[src/core/serial_sync_regs_defines.vh]
// Register map, field positions and reset values of the serial sync status block
`ifndef SERIAL_SYNC_REGS_DEFINES_VH
`define SERIAL_SYNC_REGS_DEFINES_VH

// Byte addresses
`define ADDR_RX_SYNC_HOLDING  32'hf0010030
`define ADDR_TX_SYNC_HOLDING  32'hf0010034
`define ADDR_RX_COMPARE_A     32'hf0010038
`define ADDR_RX_COMPARE_B     32'hf001003c
`define ADDR_EVENT_FLAGS      32'hf0010040
`define ADDR_IRQ_ENABLE_SET   32'hf0010044
`define ADDR_IRQ_ENABLE_CLEAR 32'hf0010048
`define ADDR_IRQ_ENABLE_VIEW  32'hf001004c
`define ADDR_LINK_CONTROL     32'hf0010050
`define ADDR_WRITE_LOCK       32'hf00100e4

// Status flag positions
`define BIT_TX_HOLDING_FREE    0
`define BIT_TX_FULLY_DRAINED   1
`define BIT_RX_WORD_AVAILABLE  4
`define BIT_RX_WORD_LOST       5
`define BIT_COMPARE_MATCH_A    8
`define BIT_COMPARE_MATCH_B    9
`define BIT_TX_FRAME_SYNC_SEEN 10
`define BIT_RX_FRAME_SYNC_SEEN 11
`define BIT_TRANSMITTER_ON     16
`define BIT_RECEIVER_ON        17
`define FLAG_MASK              32'h00000f33

// Link control field positions
`define BIT_CTL_TX_ON          0
`define BIT_CTL_RX_ON          1
`define BIT_CTL_SYNC_OUT_ON    2
`define BIT_CTL_EDGE_SELECT    3

// Write lock fields
`define BIT_WRITE_LOCK_ON      0
`define WRITE_LOCK_PASSWORD    24'h535343

// Reset values
`define RST_SYNC_WORD          16'h0000
`define RST_COMPARE            16'h0000
`define RST_IRQ_ENABLE         12'h000
`define RST_CONTROL            4'h0

// AXI responses
`define RESP_OKAY              2'b00
`define RESP_SLVERR            2'b10

`endif

[src/core/serial_sync_status_irq_regs.v]
// Status, interrupt and sync holding registers of a synchronous serial controller
//
// Added by the designer: the AXI4-Lite interface to the registers.
`timescale 1ns/100ps
`default_nettype none
`include "serial_sync_regs_defines.vh"

module serial_sync_status_irq_regs #(
  parameter SYNC_W = 16
) (
  // Clock and reset
  input  wire              CLK,
  input  wire              RESET_N,
  // AXI4-Lite write address
  input  wire [31:0]       AWADDR,
  input  wire              AWVALID,
  output reg               AWREADY,
  // AXI4-Lite write data
  input  wire [31:0]       WDATA,
  input  wire [3:0]        WSTRB,
  input  wire              WVALID,
  output reg               WREADY,
  // AXI4-Lite write response
  output reg  [1:0]        BRESP,
  output reg               BVALID,
  input  wire              BREADY,
  // AXI4-Lite read address
  input  wire [31:0]       ARADDR,
  input  wire              ARVALID,
  output reg               ARREADY,
  // AXI4-Lite read data
  output reg  [31:0]       RDATA,
  output reg  [1:0]        RRESP,
  output reg               RVALID,
  input  wire              RREADY,
  // Transmit holding events
  input  wire              TX_HOLD_WRITE,
  input  wire              TX_HOLD_TAKEN,
  input  wire              TX_SHIFT_DONE,
  // Receive holding events
  input  wire              RX_HOLD_LOAD,
  input  wire              RX_HOLD_READ,
  input  wire [SYNC_W-1:0] RX_DATA,
  // Frame sync
  input  wire              TX_FRAME_SYNC,
  input  wire              TX_BIT_STROBE,
  input  wire              TX_DATA_DEFAULT,
  input  wire              RX_SYNC_EVENT,
  input  wire [SYNC_W-1:0] RX_SYNC_DATA,
  // Outputs to the serial logic
  output reg               TX_SYNC_BIT,
  output reg               TRANSMITTER_ON,
  output reg               RECEIVER_ON,
  output reg               IRQ
);
  // Expand byte strobes into a bit mask
  function [31:0] strb_mask;
    input [3:0] strb;
    begin
      strb_mask = {{8{strb[3]}}, {8{strb[2]}}, {8{strb[1]}}, {8{strb[0]}}};
    end
  endfunction
  // One for every address that holds a register
  function addr_mapped;
    input [31:0] addr;
    begin
      case (addr)
        `ADDR_RX_SYNC_HOLDING, `ADDR_TX_SYNC_HOLDING,
        `ADDR_RX_COMPARE_A, `ADDR_RX_COMPARE_B,
        `ADDR_EVENT_FLAGS, `ADDR_IRQ_ENABLE_SET,
        `ADDR_IRQ_ENABLE_CLEAR, `ADDR_IRQ_ENABLE_VIEW,
        `ADDR_LINK_CONTROL, `ADDR_WRITE_LOCK: addr_mapped = 1'b1;
        default: addr_mapped = 1'b0;
      endcase
    end
  endfunction
  // Register state
  reg  [31:0]       awaddr_reg;
  reg  [31:0]       wdata_reg;
  reg  [3:0]        wstrb_reg;
  reg  [SYNC_W-1:0] rx_sync_word_reg;
  reg  [SYNC_W-1:0] tx_sync_word_reg;
  reg  [SYNC_W-1:0] compare_a_reg;
  reg  [SYNC_W-1:0] compare_b_reg;
  reg  [11:0]       irq_enable_reg;
  reg  [11:0]       irq_enable_next;
  reg  [3:0]        control_reg;
  reg               write_lock_on_reg;
  reg               tx_holding_free_reg;
  reg               tx_fully_drained_reg;
  reg               rx_word_available_reg;
  reg               rx_word_lost_reg;
  reg               compare_match_a_reg;
  reg               compare_match_b_reg;
  reg               tx_frame_sync_seen_reg;
  reg               rx_frame_sync_seen_reg;
  reg               tx_holding_free_next;
  reg               tx_fully_drained_next;
  reg               rx_word_available_next;
  reg               rx_word_lost_next;
  reg               compare_match_a_next;
  reg               compare_match_b_next;
  reg               tx_frame_sync_seen_next;
  reg               rx_frame_sync_seen_next;
  reg               frame_sync_prev_reg;
  reg  [SYNC_W-1:0] sync_shift_reg;
  reg  [31:0]       read_value;
  reg  [11:0]       flags_view;
  wire [31:0] wmask    = strb_mask(wstrb_reg);
  wire [31:0] wmerged_tsh = ({16'h0000, tx_sync_word_reg} & ~wmask) | (wdata_reg & wmask);
  wire [31:0] wmerged_ca  = ({16'h0000, compare_a_reg} & ~wmask) | (wdata_reg & wmask);
  wire [31:0] wmerged_cb  = ({16'h0000, compare_b_reg} & ~wmask) | (wdata_reg & wmask);
  // Write data cut to the lanes written and to the flag positions
  wire [31:0] wmasked  = wdata_reg & wmask & `FLAG_MASK;
  // Write fires once both halves are held and no response is pending
  wire wr_go    = !AWREADY && !WREADY && !BVALID;
  wire rd_take  = ARVALID && ARREADY;
  wire sr_read  = rd_take && (ARADDR == `ADDR_EVENT_FLAGS);
  wire wr_at    = wr_go;
  // Event decoding
  wire sync_rise  = TX_FRAME_SYNC && !frame_sync_prev_reg;
  wire sync_fall  = !TX_FRAME_SYNC && frame_sync_prev_reg;
  wire edge_sel   = control_reg[`BIT_CTL_EDGE_SELECT];
  wire tx_sync_ev = edge_sel ? sync_fall : sync_rise;
  wire match_a    = RX_HOLD_LOAD && (RX_DATA == compare_a_reg);
  wire match_b    = RX_HOLD_LOAD && (RX_DATA == compare_b_reg);
  // Status flags in register layout
  always @* begin
    flags_view = 12'h000;
    flags_view[`BIT_TX_HOLDING_FREE]    = tx_holding_free_reg;
    flags_view[`BIT_TX_FULLY_DRAINED]   = tx_fully_drained_reg;
    flags_view[`BIT_RX_WORD_AVAILABLE]  = rx_word_available_reg;
    flags_view[`BIT_RX_WORD_LOST]       = rx_word_lost_reg;
    flags_view[`BIT_COMPARE_MATCH_A]    = compare_match_a_reg;
    flags_view[`BIT_COMPARE_MATCH_B]    = compare_match_b_reg;
    flags_view[`BIT_TX_FRAME_SYNC_SEEN] = tx_frame_sync_seen_reg;
    flags_view[`BIT_RX_FRAME_SYNC_SEEN] = rx_frame_sync_seen_reg;
  end
  // Read data multiplexer
  always @* begin
    read_value = 32'h00000000;
    case (ARADDR)
      `ADDR_RX_SYNC_HOLDING: read_value = {16'h0000, rx_sync_word_reg};
      `ADDR_TX_SYNC_HOLDING: read_value = {16'h0000, tx_sync_word_reg};
      `ADDR_RX_COMPARE_A:    read_value = {16'h0000, compare_a_reg};
      `ADDR_RX_COMPARE_B:    read_value = {16'h0000, compare_b_reg};
      `ADDR_EVENT_FLAGS: begin
        read_value[11:0]                 = flags_view;
        read_value[`BIT_TRANSMITTER_ON] = control_reg[`BIT_CTL_TX_ON];
        read_value[`BIT_RECEIVER_ON]    = control_reg[`BIT_CTL_RX_ON];
      end
      `ADDR_IRQ_ENABLE_VIEW: read_value = {20'h00000, irq_enable_reg};
      `ADDR_LINK_CONTROL:    read_value = {28'h0000000, control_reg};
      `ADDR_WRITE_LOCK:      read_value = {31'h00000000, write_lock_on_reg};
      default:               read_value = 32'h00000000;
    endcase
  end
  // Next values of the event flags; a set beats a clear, except on the transmit holding free and fully drained flags, where the clear wins
  always @* begin
    tx_holding_free_next    = tx_holding_free_reg;
    tx_fully_drained_next   = tx_fully_drained_reg;
    rx_word_available_next  = rx_word_available_reg;
    rx_word_lost_next       = rx_word_lost_reg;
    compare_match_a_next    = compare_match_a_reg;
    compare_match_b_next    = compare_match_b_reg;
    tx_frame_sync_seen_next = tx_frame_sync_seen_reg;
    rx_frame_sync_seen_next = rx_frame_sync_seen_reg;
    // Transmit holding word waits until the shifter takes it
    if (TX_HOLD_WRITE) begin
      tx_holding_free_next = 1'b0;
    end else if (TX_HOLD_TAKEN) begin
      tx_holding_free_next = 1'b1;
    end
    // Drained only when nothing waits and the shifter has finished
    if (TX_HOLD_WRITE || TX_HOLD_TAKEN) begin
      tx_fully_drained_next = 1'b0;
    end else if (TX_SHIFT_DONE && tx_holding_free_reg) begin
      tx_fully_drained_next = 1'b1;
    end
    // Receive word tracking
    if (RX_HOLD_LOAD) begin
      rx_word_available_next = 1'b1;
    end else if (RX_HOLD_READ) begin
      rx_word_available_next = 1'b0;
    end
    // Sticky flags clear on a status read
    if (sr_read) begin
      rx_word_lost_next       = 1'b0;
      compare_match_a_next    = 1'b0;
      compare_match_b_next    = 1'b0;
      tx_frame_sync_seen_next = 1'b0;
      rx_frame_sync_seen_next = 1'b0;
    end
    if (RX_HOLD_LOAD && rx_word_available_reg && !RX_HOLD_READ) begin
      rx_word_lost_next = 1'b1;
    end
    if (match_a) begin
      compare_match_a_next = 1'b1;
    end
    if (match_b) begin
      compare_match_b_next = 1'b1;
    end
    if (tx_sync_ev) begin
      tx_frame_sync_seen_next = 1'b1;
    end
    if (RX_SYNC_EVENT) begin
      rx_frame_sync_seen_next = 1'b1;
    end
  end
  // Next value of the interrupt enable mask
  always @* begin
    irq_enable_next = irq_enable_reg;
    if (wr_at && awaddr_reg == `ADDR_IRQ_ENABLE_SET) begin
      irq_enable_next = irq_enable_reg | wmasked[11:0];
    end else if (wr_at && awaddr_reg == `ADDR_IRQ_ENABLE_CLEAR) begin
      irq_enable_next = irq_enable_reg & ~wmasked[11:0];
    end
  end
  // Write channel handshake and response
  always @(posedge CLK or negedge RESET_N) begin
    if (!RESET_N) begin
      AWREADY    <= 1'b1;
      WREADY     <= 1'b1;
      BVALID     <= 1'b0;
      BRESP      <= `RESP_OKAY;
      awaddr_reg <= 32'h00000000;
      wdata_reg  <= 32'h00000000;
      wstrb_reg  <= 4'h0;
    end else begin
      if (AWVALID && AWREADY) begin
        awaddr_reg <= AWADDR;
        AWREADY    <= 1'b0;
      end
      if (WVALID && WREADY) begin
        wdata_reg <= WDATA;
        wstrb_reg <= WSTRB;
        WREADY    <= 1'b0;
      end
      if (wr_go) begin
        BVALID <= 1'b1;
        BRESP  <= addr_mapped(awaddr_reg) ? `RESP_OKAY : `RESP_SLVERR;
      end else if (BVALID && BREADY) begin
        BVALID  <= 1'b0;
        AWREADY <= 1'b1;
        WREADY  <= 1'b1;
      end
    end
  end
  // Read channel handshake
  always @(posedge CLK or negedge RESET_N) begin
    if (!RESET_N) begin
      ARREADY <= 1'b1;
      RVALID  <= 1'b0;
      RDATA   <= 32'h00000000;
      RRESP   <= `RESP_OKAY;
    end else begin
      if (rd_take) begin
        ARREADY <= 1'b0;
        RVALID  <= 1'b1;
        RDATA   <= read_value;
        RRESP   <= addr_mapped(ARADDR) ? `RESP_OKAY : `RESP_SLVERR;
      end else if (RVALID && RREADY) begin
        RVALID  <= 1'b0;
        ARREADY <= 1'b1;
      end
    end
  end
  // Software-written registers
  always @(posedge CLK or negedge RESET_N) begin
    if (!RESET_N) begin
      tx_sync_word_reg  <= `RST_SYNC_WORD;
      compare_a_reg     <= `RST_COMPARE;
      compare_b_reg     <= `RST_COMPARE;
      control_reg       <= `RST_CONTROL;
      write_lock_on_reg <= 1'b0;
      irq_enable_reg    <= `RST_IRQ_ENABLE;
    end else begin
      irq_enable_reg <= irq_enable_next;
      if (wr_at) begin
        case (awaddr_reg)
          `ADDR_TX_SYNC_HOLDING: tx_sync_word_reg <= wmerged_tsh[15:0];
          `ADDR_RX_COMPARE_A: begin
            if (!write_lock_on_reg) begin
              compare_a_reg <= wmerged_ca[15:0];
            end
          end
          `ADDR_RX_COMPARE_B: begin
            if (!write_lock_on_reg) begin
              compare_b_reg <= wmerged_cb[15:0];
            end
          end
          `ADDR_LINK_CONTROL: begin
            if (wstrb_reg[0]) begin
              control_reg <= wdata_reg[3:0];
            end
          end
          `ADDR_WRITE_LOCK: begin
            if (wstrb_reg == 4'hf && wdata_reg[31:8] == `WRITE_LOCK_PASSWORD) begin
              write_lock_on_reg <= wdata_reg[`BIT_WRITE_LOCK_ON];
            end
          end
          default: begin
          end
        endcase
      end
    end
  end
  // Event flags and received sync word
  always @(posedge CLK or negedge RESET_N) begin
    if (!RESET_N) begin
      tx_holding_free_reg    <= 1'b1;
      tx_fully_drained_reg   <= 1'b1;
      rx_word_available_reg  <= 1'b0;
      rx_word_lost_reg       <= 1'b0;
      compare_match_a_reg    <= 1'b0;
      compare_match_b_reg    <= 1'b0;
      tx_frame_sync_seen_reg <= 1'b0;
      rx_frame_sync_seen_reg <= 1'b0;
      rx_sync_word_reg       <= `RST_SYNC_WORD;
      frame_sync_prev_reg    <= 1'b0;
    end else begin
      tx_holding_free_reg    <= tx_holding_free_next;
      tx_fully_drained_reg   <= tx_fully_drained_next;
      rx_word_available_reg  <= rx_word_available_next;
      rx_word_lost_reg       <= rx_word_lost_next;
      compare_match_a_reg    <= compare_match_a_next;
      compare_match_b_reg    <= compare_match_b_next;
      tx_frame_sync_seen_reg <= tx_frame_sync_seen_next;
      rx_frame_sync_seen_reg <= rx_frame_sync_seen_next;
      frame_sync_prev_reg    <= TX_FRAME_SYNC;
      if (RX_SYNC_EVENT) begin
        rx_sync_word_reg <= RX_SYNC_DATA;
      end
    end
  end
  // Sync word shifter, LSB first, one bit per strobe during the pulse
  always @(posedge CLK or negedge RESET_N) begin
    if (!RESET_N) begin
      sync_shift_reg <= `RST_SYNC_WORD;
      TX_SYNC_BIT    <= 1'b0;
    end else if (sync_rise) begin
      sync_shift_reg <= tx_sync_word_reg;
      TX_SYNC_BIT    <= TX_DATA_DEFAULT;
    end else if (TX_FRAME_SYNC && TX_BIT_STROBE) begin
      sync_shift_reg <= {1'b0, sync_shift_reg[SYNC_W-1:1]};
      if (control_reg[`BIT_CTL_SYNC_OUT_ON]) begin
        TX_SYNC_BIT <= sync_shift_reg[0];
      end else begin
        TX_SYNC_BIT <= TX_DATA_DEFAULT;
      end
    end else if (!TX_FRAME_SYNC) begin
      TX_SYNC_BIT <= TX_DATA_DEFAULT;
    end
  end
  // Enable levels and interrupt output
  always @(posedge CLK or negedge RESET_N) begin
    if (!RESET_N) begin
      TRANSMITTER_ON <= 1'b0;
      RECEIVER_ON    <= 1'b0;
      IRQ            <= 1'b0;
    end else begin
      TRANSMITTER_ON <= control_reg[`BIT_CTL_TX_ON];
      RECEIVER_ON    <= control_reg[`BIT_CTL_RX_ON];
      IRQ            <= |(flags_view & irq_enable_reg);
    end
  end

endmodule // serial_sync_status_irq_regs
`default_nettype wire

[config.mk]
export PLATFORM = sky130hd
export DESIGN_NAME = serial_sync_status_irq_regs
export DESIGN_NICKNAME = d
export VERILOG_FILES = /design/src/core/serial_sync_status_irq_regs.v
export VERILOG_INCLUDE_DIRS = /design/src /design/src/core
export SDC_FILE = /design/constraint.sdc
export NUM_CORES = 1
export LEC_CHECK = 0
export BUFFER_PORTS_ARGS = -buffer_cell sky130_fd_sc_hd__buf_4
export CAP_MARGIN = 20
export CORE_MARGIN = 2
export CORE_UTILIZATION = 55
export CTS_CLUSTER_SIZE = 16
export DETAILED_ROUTE_END_ITERATION = 12
export PLACE_DENSITY_LB_ADDON = 0.2
export SLEW_MARGIN = 20
export SYNTH_ARGS = -nofsm -noshare
export SYNTH_HDL_FRONTEND = slang
export SYNTH_SLANG_ARGS = --single-unit
[constraint.sdc]
create_clock -name CLK -period 2.53 [get_ports CLK]
set_input_delay 0.3795 -clock CLK [delete_from_list [all_inputs] [get_ports CLK]]
set_output_delay 0.3795 -clock CLK [all_outputs]
set_load 0.01 [all_outputs]
### Word level (Yosys, flattened, before mapping)

Cells that the tools add are included.

| word-level totals | value |
|---|---|
| word-level logic and storage cells | 158 |
| bits in registers | 205 |
| output and inout port bits | 45 |

| cells by class | value |
|---|---|
| reductions and logical operators | 46 |
| bitwise logic cells | 13 |
| equal/unequal tests | 25 |
| muxes and demuxes | 42 |

Operator list:

| kind | count |
|---|---|
| 32-bit equality test, second input constant | 20 |
| 12-bit one-hot mux with 8 select lines | 1 |
| 16-bit bitwise AND | 4 |
| 16-bit bitwise OR | 3 |
| 1-bit 2-to-1 mux | 33 |
| 16-bit equality test | 2 |
| 16-bit 2-to-1 mux | 2 |
| 12-bit bitwise AND | 2 |
| 24-bit by 23-bit equality test with 1-bit output, second input constant | 1 |
| 12-bit 2-to-1 mux | 2 |
| 2-bit nonzero test | 12 |
| 10-bit OR reduction | 2 |
| 1-bit logical AND | 19 |
| 16-bit NOT | 1 |
| 4-bit one-hot mux with 4 select lines | 1 |
| 12-bit NOT | 1 |
| 12-bit bitwise OR | 1 |
| 3-bit AND reduction | 4 |
| 12-bit OR reduction | 1 |
| 1-bit logical NOT | 6 |
| 2-bit 2-to-1 mux | 3 |
| 4-bit equality test, second input constant | 1 |
| 3-bit by 1-bit inequality test with 1-bit output, second input constant | 1 |
| 2-bit AND reduction | 1 |
| 2 further kinds | 2 |

### Logic depth before layout (Yosys ltp)

| depth | value |
|---|---|
| depth in word-level cells | 6 |
| mapped depth | 7 |
| depth with buffers taken out | 5 |

### Worst setup path after synthesis

Ideal clock, no wire load.

| path | value |
|---|---|
| path type | reg-to-reg |
| start | reg awaddr_reg[14] |
| end | reg with a tool-made name |
| data required time | 2405 ps |
| setup time | 125 ps |
| stages on the path, launching flop included | 7 |
| data arrival time | 1920 ps |
| setup slack | 485 ps |
| cells stage by stage | dfrtp_1 -> nor4b_1 -> nand4_1 -> nor4_4 -> and3_2 -> buf_6 -> mux2_2 |

RTL lines:

| item | RTL line | RTL |
|---|---|---|
| start, declared | serial_sync_status_irq_regs.v:78 | `reg [31:0] awaddr_reg;` |
| start signal, assigned | serial_sync_status_irq_regs.v:226 | `awaddr_reg <= 32'h00000000;` |
| start signal, assigned | serial_sync_status_irq_regs.v:231 | `awaddr_reg <= AWADDR;` |

==> results.json <==
{
  "seqPwrFrac_pct": 50.6,
  "critical_path.startpoint": "awaddr_reg[14]",
  "synth-async-reset-ratio_pct": 100,
  "final_util_pct": 69.0,
  "cp_num_buf_inv": 0,
  "grt_first_pass_wirelength_um": 36700,
  "cp_startpoint_kind": "register",
  "start_util_pct": 56.0,
  "timing.hold.ws_ps": 69.6,
  "die-width_um": 133,
  "slowest_stage_delay_cp_ps": 480,
  "p_total_mw": 8.81,
  "critPathTopFamily": "simple AND/OR/NAND/NOR gates",
  "netSwitchingFraction_pct": 28.8,
  "slew-limit-headroom_pct": 63.7,
  "vdd.ir_drop.worst_mv": 0.604,
  "post_route_cells_drive_above_1_share_pct": 41.5,
  "max_cap_viol_count": 0,
  "ctsLongestPathBuffers": 2,
  "grt_overflow_total": 0,
  "crit_cells": 5,
  "start_of_the_worst_register_to_register_path": "awaddr_reg[14]",
  "instance_count_of_the_mapped_netlist": 739,
  "design.portCount": 193,
  "finalSetupViolCount": 0,
  "cell_internal_pwr_mw": 6.28,
  "port_buffers": 176,
  "num_rows": 47,
  "mean_post_synth_cell_area_um2": 12.5,
  "vias": 6710,
  "critical_path_arrival_ps": 2630,
  "synth_edf_count": 0,
  "clock_edge_transition_at_the_registers_on_the_reported_setup_and_hold_paths_ps": 80,
  "num-fill-cells": 1223,
  "diodes": 0,
  "timing.clock.skew_ps": 11.3,
  "combinationalPowerShare_pct": 18.1,
  "cts_root_buf": "sky130_fd_sc_hd__clkbuf_16",
  "worstPathMaxFanout": 8,
  "post_cts_resize_count": 0,
  "critPathRequiredTime_ps": 2840,
  "cts_buffers": 17,
  "power.net_switching_mw": 2.53,
  "detailed_place_hpwl_um": 17500,
  "critPathKind": "reg -> reg",
  "synth_cell_type_count": 57,
  "wire_per_inst_um": 20.3,
  "routabilityCongestion": 0.936,
  "floorplan.die_area_um2": 17800,
  "final_period_minus_worst_setup_slack_ps": 2320,
  "cts.sink_count": 199,
  "synth_seq_area_share_pct": 54.1,
  "p_clk_share_pct": 31.3,
  "worst_r2r_path_depth": 5,
  "outcome": "completed",
  "worstSkewPairLatency_ps": 430,
  "drt-pass1-iter-count": 5,
  "grt_antenna_before_repair": 0,
  "max_slew.worst_pin.slew_ps": 543,
  "grt_max_degree": 61,
  "finalNonFillerCells": 1148,
  "r2r_setup_slack_ps": 210,
  "die_height_um": 133,
  "postRouteWirelength_um": 23300,
  "design.final.nets": 1063,
  "timing.critical_path.to_type": "register",
  "drt_drc_violations_left": 0,
  "final-hold-violation-count": 0,
  "clock.fmax_mhz": 431,
  "worstHoldPathType": "in -> reg",
  "drt_iter0_drc": 425,
  "area_delta_synth_final_pct": 23.3,
  "seq_area_um2": 4990,
  "h-tree-depth": 4,
  "grt.total_usage_pct": 26.9,
  "post_synthesis_instance_area_um2": 9220,
  "cellLeakagePower_nw": 5.13,
  "dp_cells": 1115,
  "tritoncts_clock_tree": "yes",
  "postSynthRegisterBits": 199,
  "timing.critical_path.cells": "nor4b_1 -> nand4_1 -> nor3_1 -> and3_1 -> mux2_2",
  "antenna_violating_nets_post_route": 0,
  "synth.yosys.warnings": 0,
  "drt-vias-per-instance": 5.84,
  "slew_violations": 0,
  "powerDensity_nw_per_um2": 775,
  "number_of_global_route_vias_before_repair": 6887,
  "rsz0062_at_grt": "no",
  "area_of_combinational_cells_with_multiple_inputs_um2": 3980,
  "design.core.area_um2": 16500,
  "timing.final.crit_share_pct": 91.7,
  "slowest_stage": "sky130_fd_sc_hd__and3_1",
  "synth_ff_type": "sky130_fd_sc_hd__dfrtp_1",
  "total_negative_setup_slack_ps": 0,
  "hold_depth": 2
}
==> power by group through the flow <==
stage | logic [mW] | clock network (mW) | registers, mW
after global placement | 1.53 | 0 | 4.46
after floorplan | 1.13 | 0 | 4.25
after detailed placement | 1.60 | 0 | 4.51
after CTS | 1.62 | 2.79 | 4.45
final | 1.60 | 2.76 | 4.46
after global routing | 1.75 | 2.92 | 4.56
==> stage by stage <==
step / area (um2) / worst slack [ps]
6_report: 11400 / 210
5_1_grt: 11400 / 17.7
4_1_cts: 11400 / 221
3_5_place_dp: 10800 / 249
3_3_place_gp: 10800 / 279
2_1_floorplan: 9280 / 485
==> worst register-to-register path: cells and delay by family, from the launching register on <==
kind	cells	cell delay (ps)
flops	1	380
mux	1	400
simple gates	4	1420
==> cells by family after synthesis <==
group           synth area share [%]
compound gates                  8.35
xor+xnor                        3.04
buf+inv                         3.35
flops                           54.1
mux                             19.8
other cells                   0.0407
simple gates                    11.3
==> repair_timing <==
item	in CTS	in global routing
hold buffers	1	0
buffers inserted	0	0
setup endpoints to repair	0	0
endpoints found under the hold margin	48	0
==> how the worst min path moves through the flow <==
| stage | from | to | slack [ps] |
|---|---|---|---|
| after floorplan | RESET_N | BRESP[1] | 80 |
| after global placement | RESET_N | sync_shift_reg[5] | 370 |
| after detailed placement | RESET_N | sync_shift_reg[3] | 370 |
| after CTS | TX_HOLD_WRITE | tx_holding_free_reg | 50 |
| after global routing | TX_HOLD_WRITE | tx_holding_free_reg | 60 |
| final | TX_HOLD_WRITE | tx_holding_free_reg | 70 |
==> routing by layer <==
layer,wire length (um),track usage (%)
met2,11800,46.4
met1,9660,35.0
met3,1420,5.29
met4,424,7.57
met5,0,0
==> placed cells by master (no fill, tap or decap), types with 9 or more instances in the layout <==
master	instances
sky130_fd_sc_hd__a21oi_1	26
sky130_fd_sc_hd__a22o_1	9
sky130_fd_sc_hd__a22oi_1	13
sky130_fd_sc_hd__a32o_1	9
sky130_fd_sc_hd__buf_4	189
sky130_fd_sc_hd__clkbuf_16	17
sky130_fd_sc_hd__conb_1	16
sky130_fd_sc_hd__dfrtp_1	194
sky130_fd_sc_hd__inv_1	11
sky130_fd_sc_hd__mux2_2	138
sky130_fd_sc_hd__mux4_2	9
sky130_fd_sc_hd__nand2_1	28
sky130_fd_sc_hd__nand3_1	16
sky130_fd_sc_hd__nand3b_1	18
sky130_fd_sc_hd__nand4_1	13
sky130_fd_sc_hd__nor2_1	32
sky130_fd_sc_hd__nor3_1	9
sky130_fd_sc_hd__nor4_1	10
sky130_fd_sc_hd__o21ai_0	36
sky130_fd_sc_hd__xnor2_1	32
==> Yosys cell counts, types with 9 or more instances <==
cell type | count | area share, %
sky130_fd_sc_hd__clkbuf_1 | 20 | 0.81
sky130_fd_sc_hd__nor4_1 | 10 | 0.68
sky130_fd_sc_hd__nor2_1 | 32 | 1.3
sky130_fd_sc_hd__buf_4 | 16 | 1.3
sky130_fd_sc_hd__a21oi_1 | 26 | 1.4
sky130_fd_sc_hd__a22oi_1 | 13 | 1.1
sky130_fd_sc_hd__nor3_1 | 9 | 0.49
sky130_fd_sc_hd__o21ai_0 | 36 | 2.0
sky130_fd_sc_hd__mux2_2 | 138 | 17
sky130_fd_sc_hd__inv_1 | 11 | 0.45
sky130_fd_sc_hd__a32o_1 | 9 | 0.98
sky130_fd_sc_hd__a22o_1 | 9 | 0.86
sky130_fd_sc_hd__mux4_2 | 9 | 2.2
sky130_fd_sc_hd__nand3_1 | 16 | 0.87
sky130_fd_sc_hd__nand4_1 | 13 | 0.88
sky130_fd_sc_hd__dfrtp_1 | 194 | 53
sky130_fd_sc_hd__xnor2_1 | 32 | 3.0
sky130_fd_sc_hd__nand3b_1 | 18 | 1.5
sky130_fd_sc_hd__nand2_1 | 28 | 1.1
==> cell type report <==
class	count	area share, %
Sequential cell	199	43.9
Timing Repair Buffer	193	13.0
Multi-Input combinational cell	493	35.0
Clock inverter	13	1.45
Clock buffer	19	3.81
Tap cell	220	2.42
Inverter	11	0.363
Power figures use the tool's default switching activity.
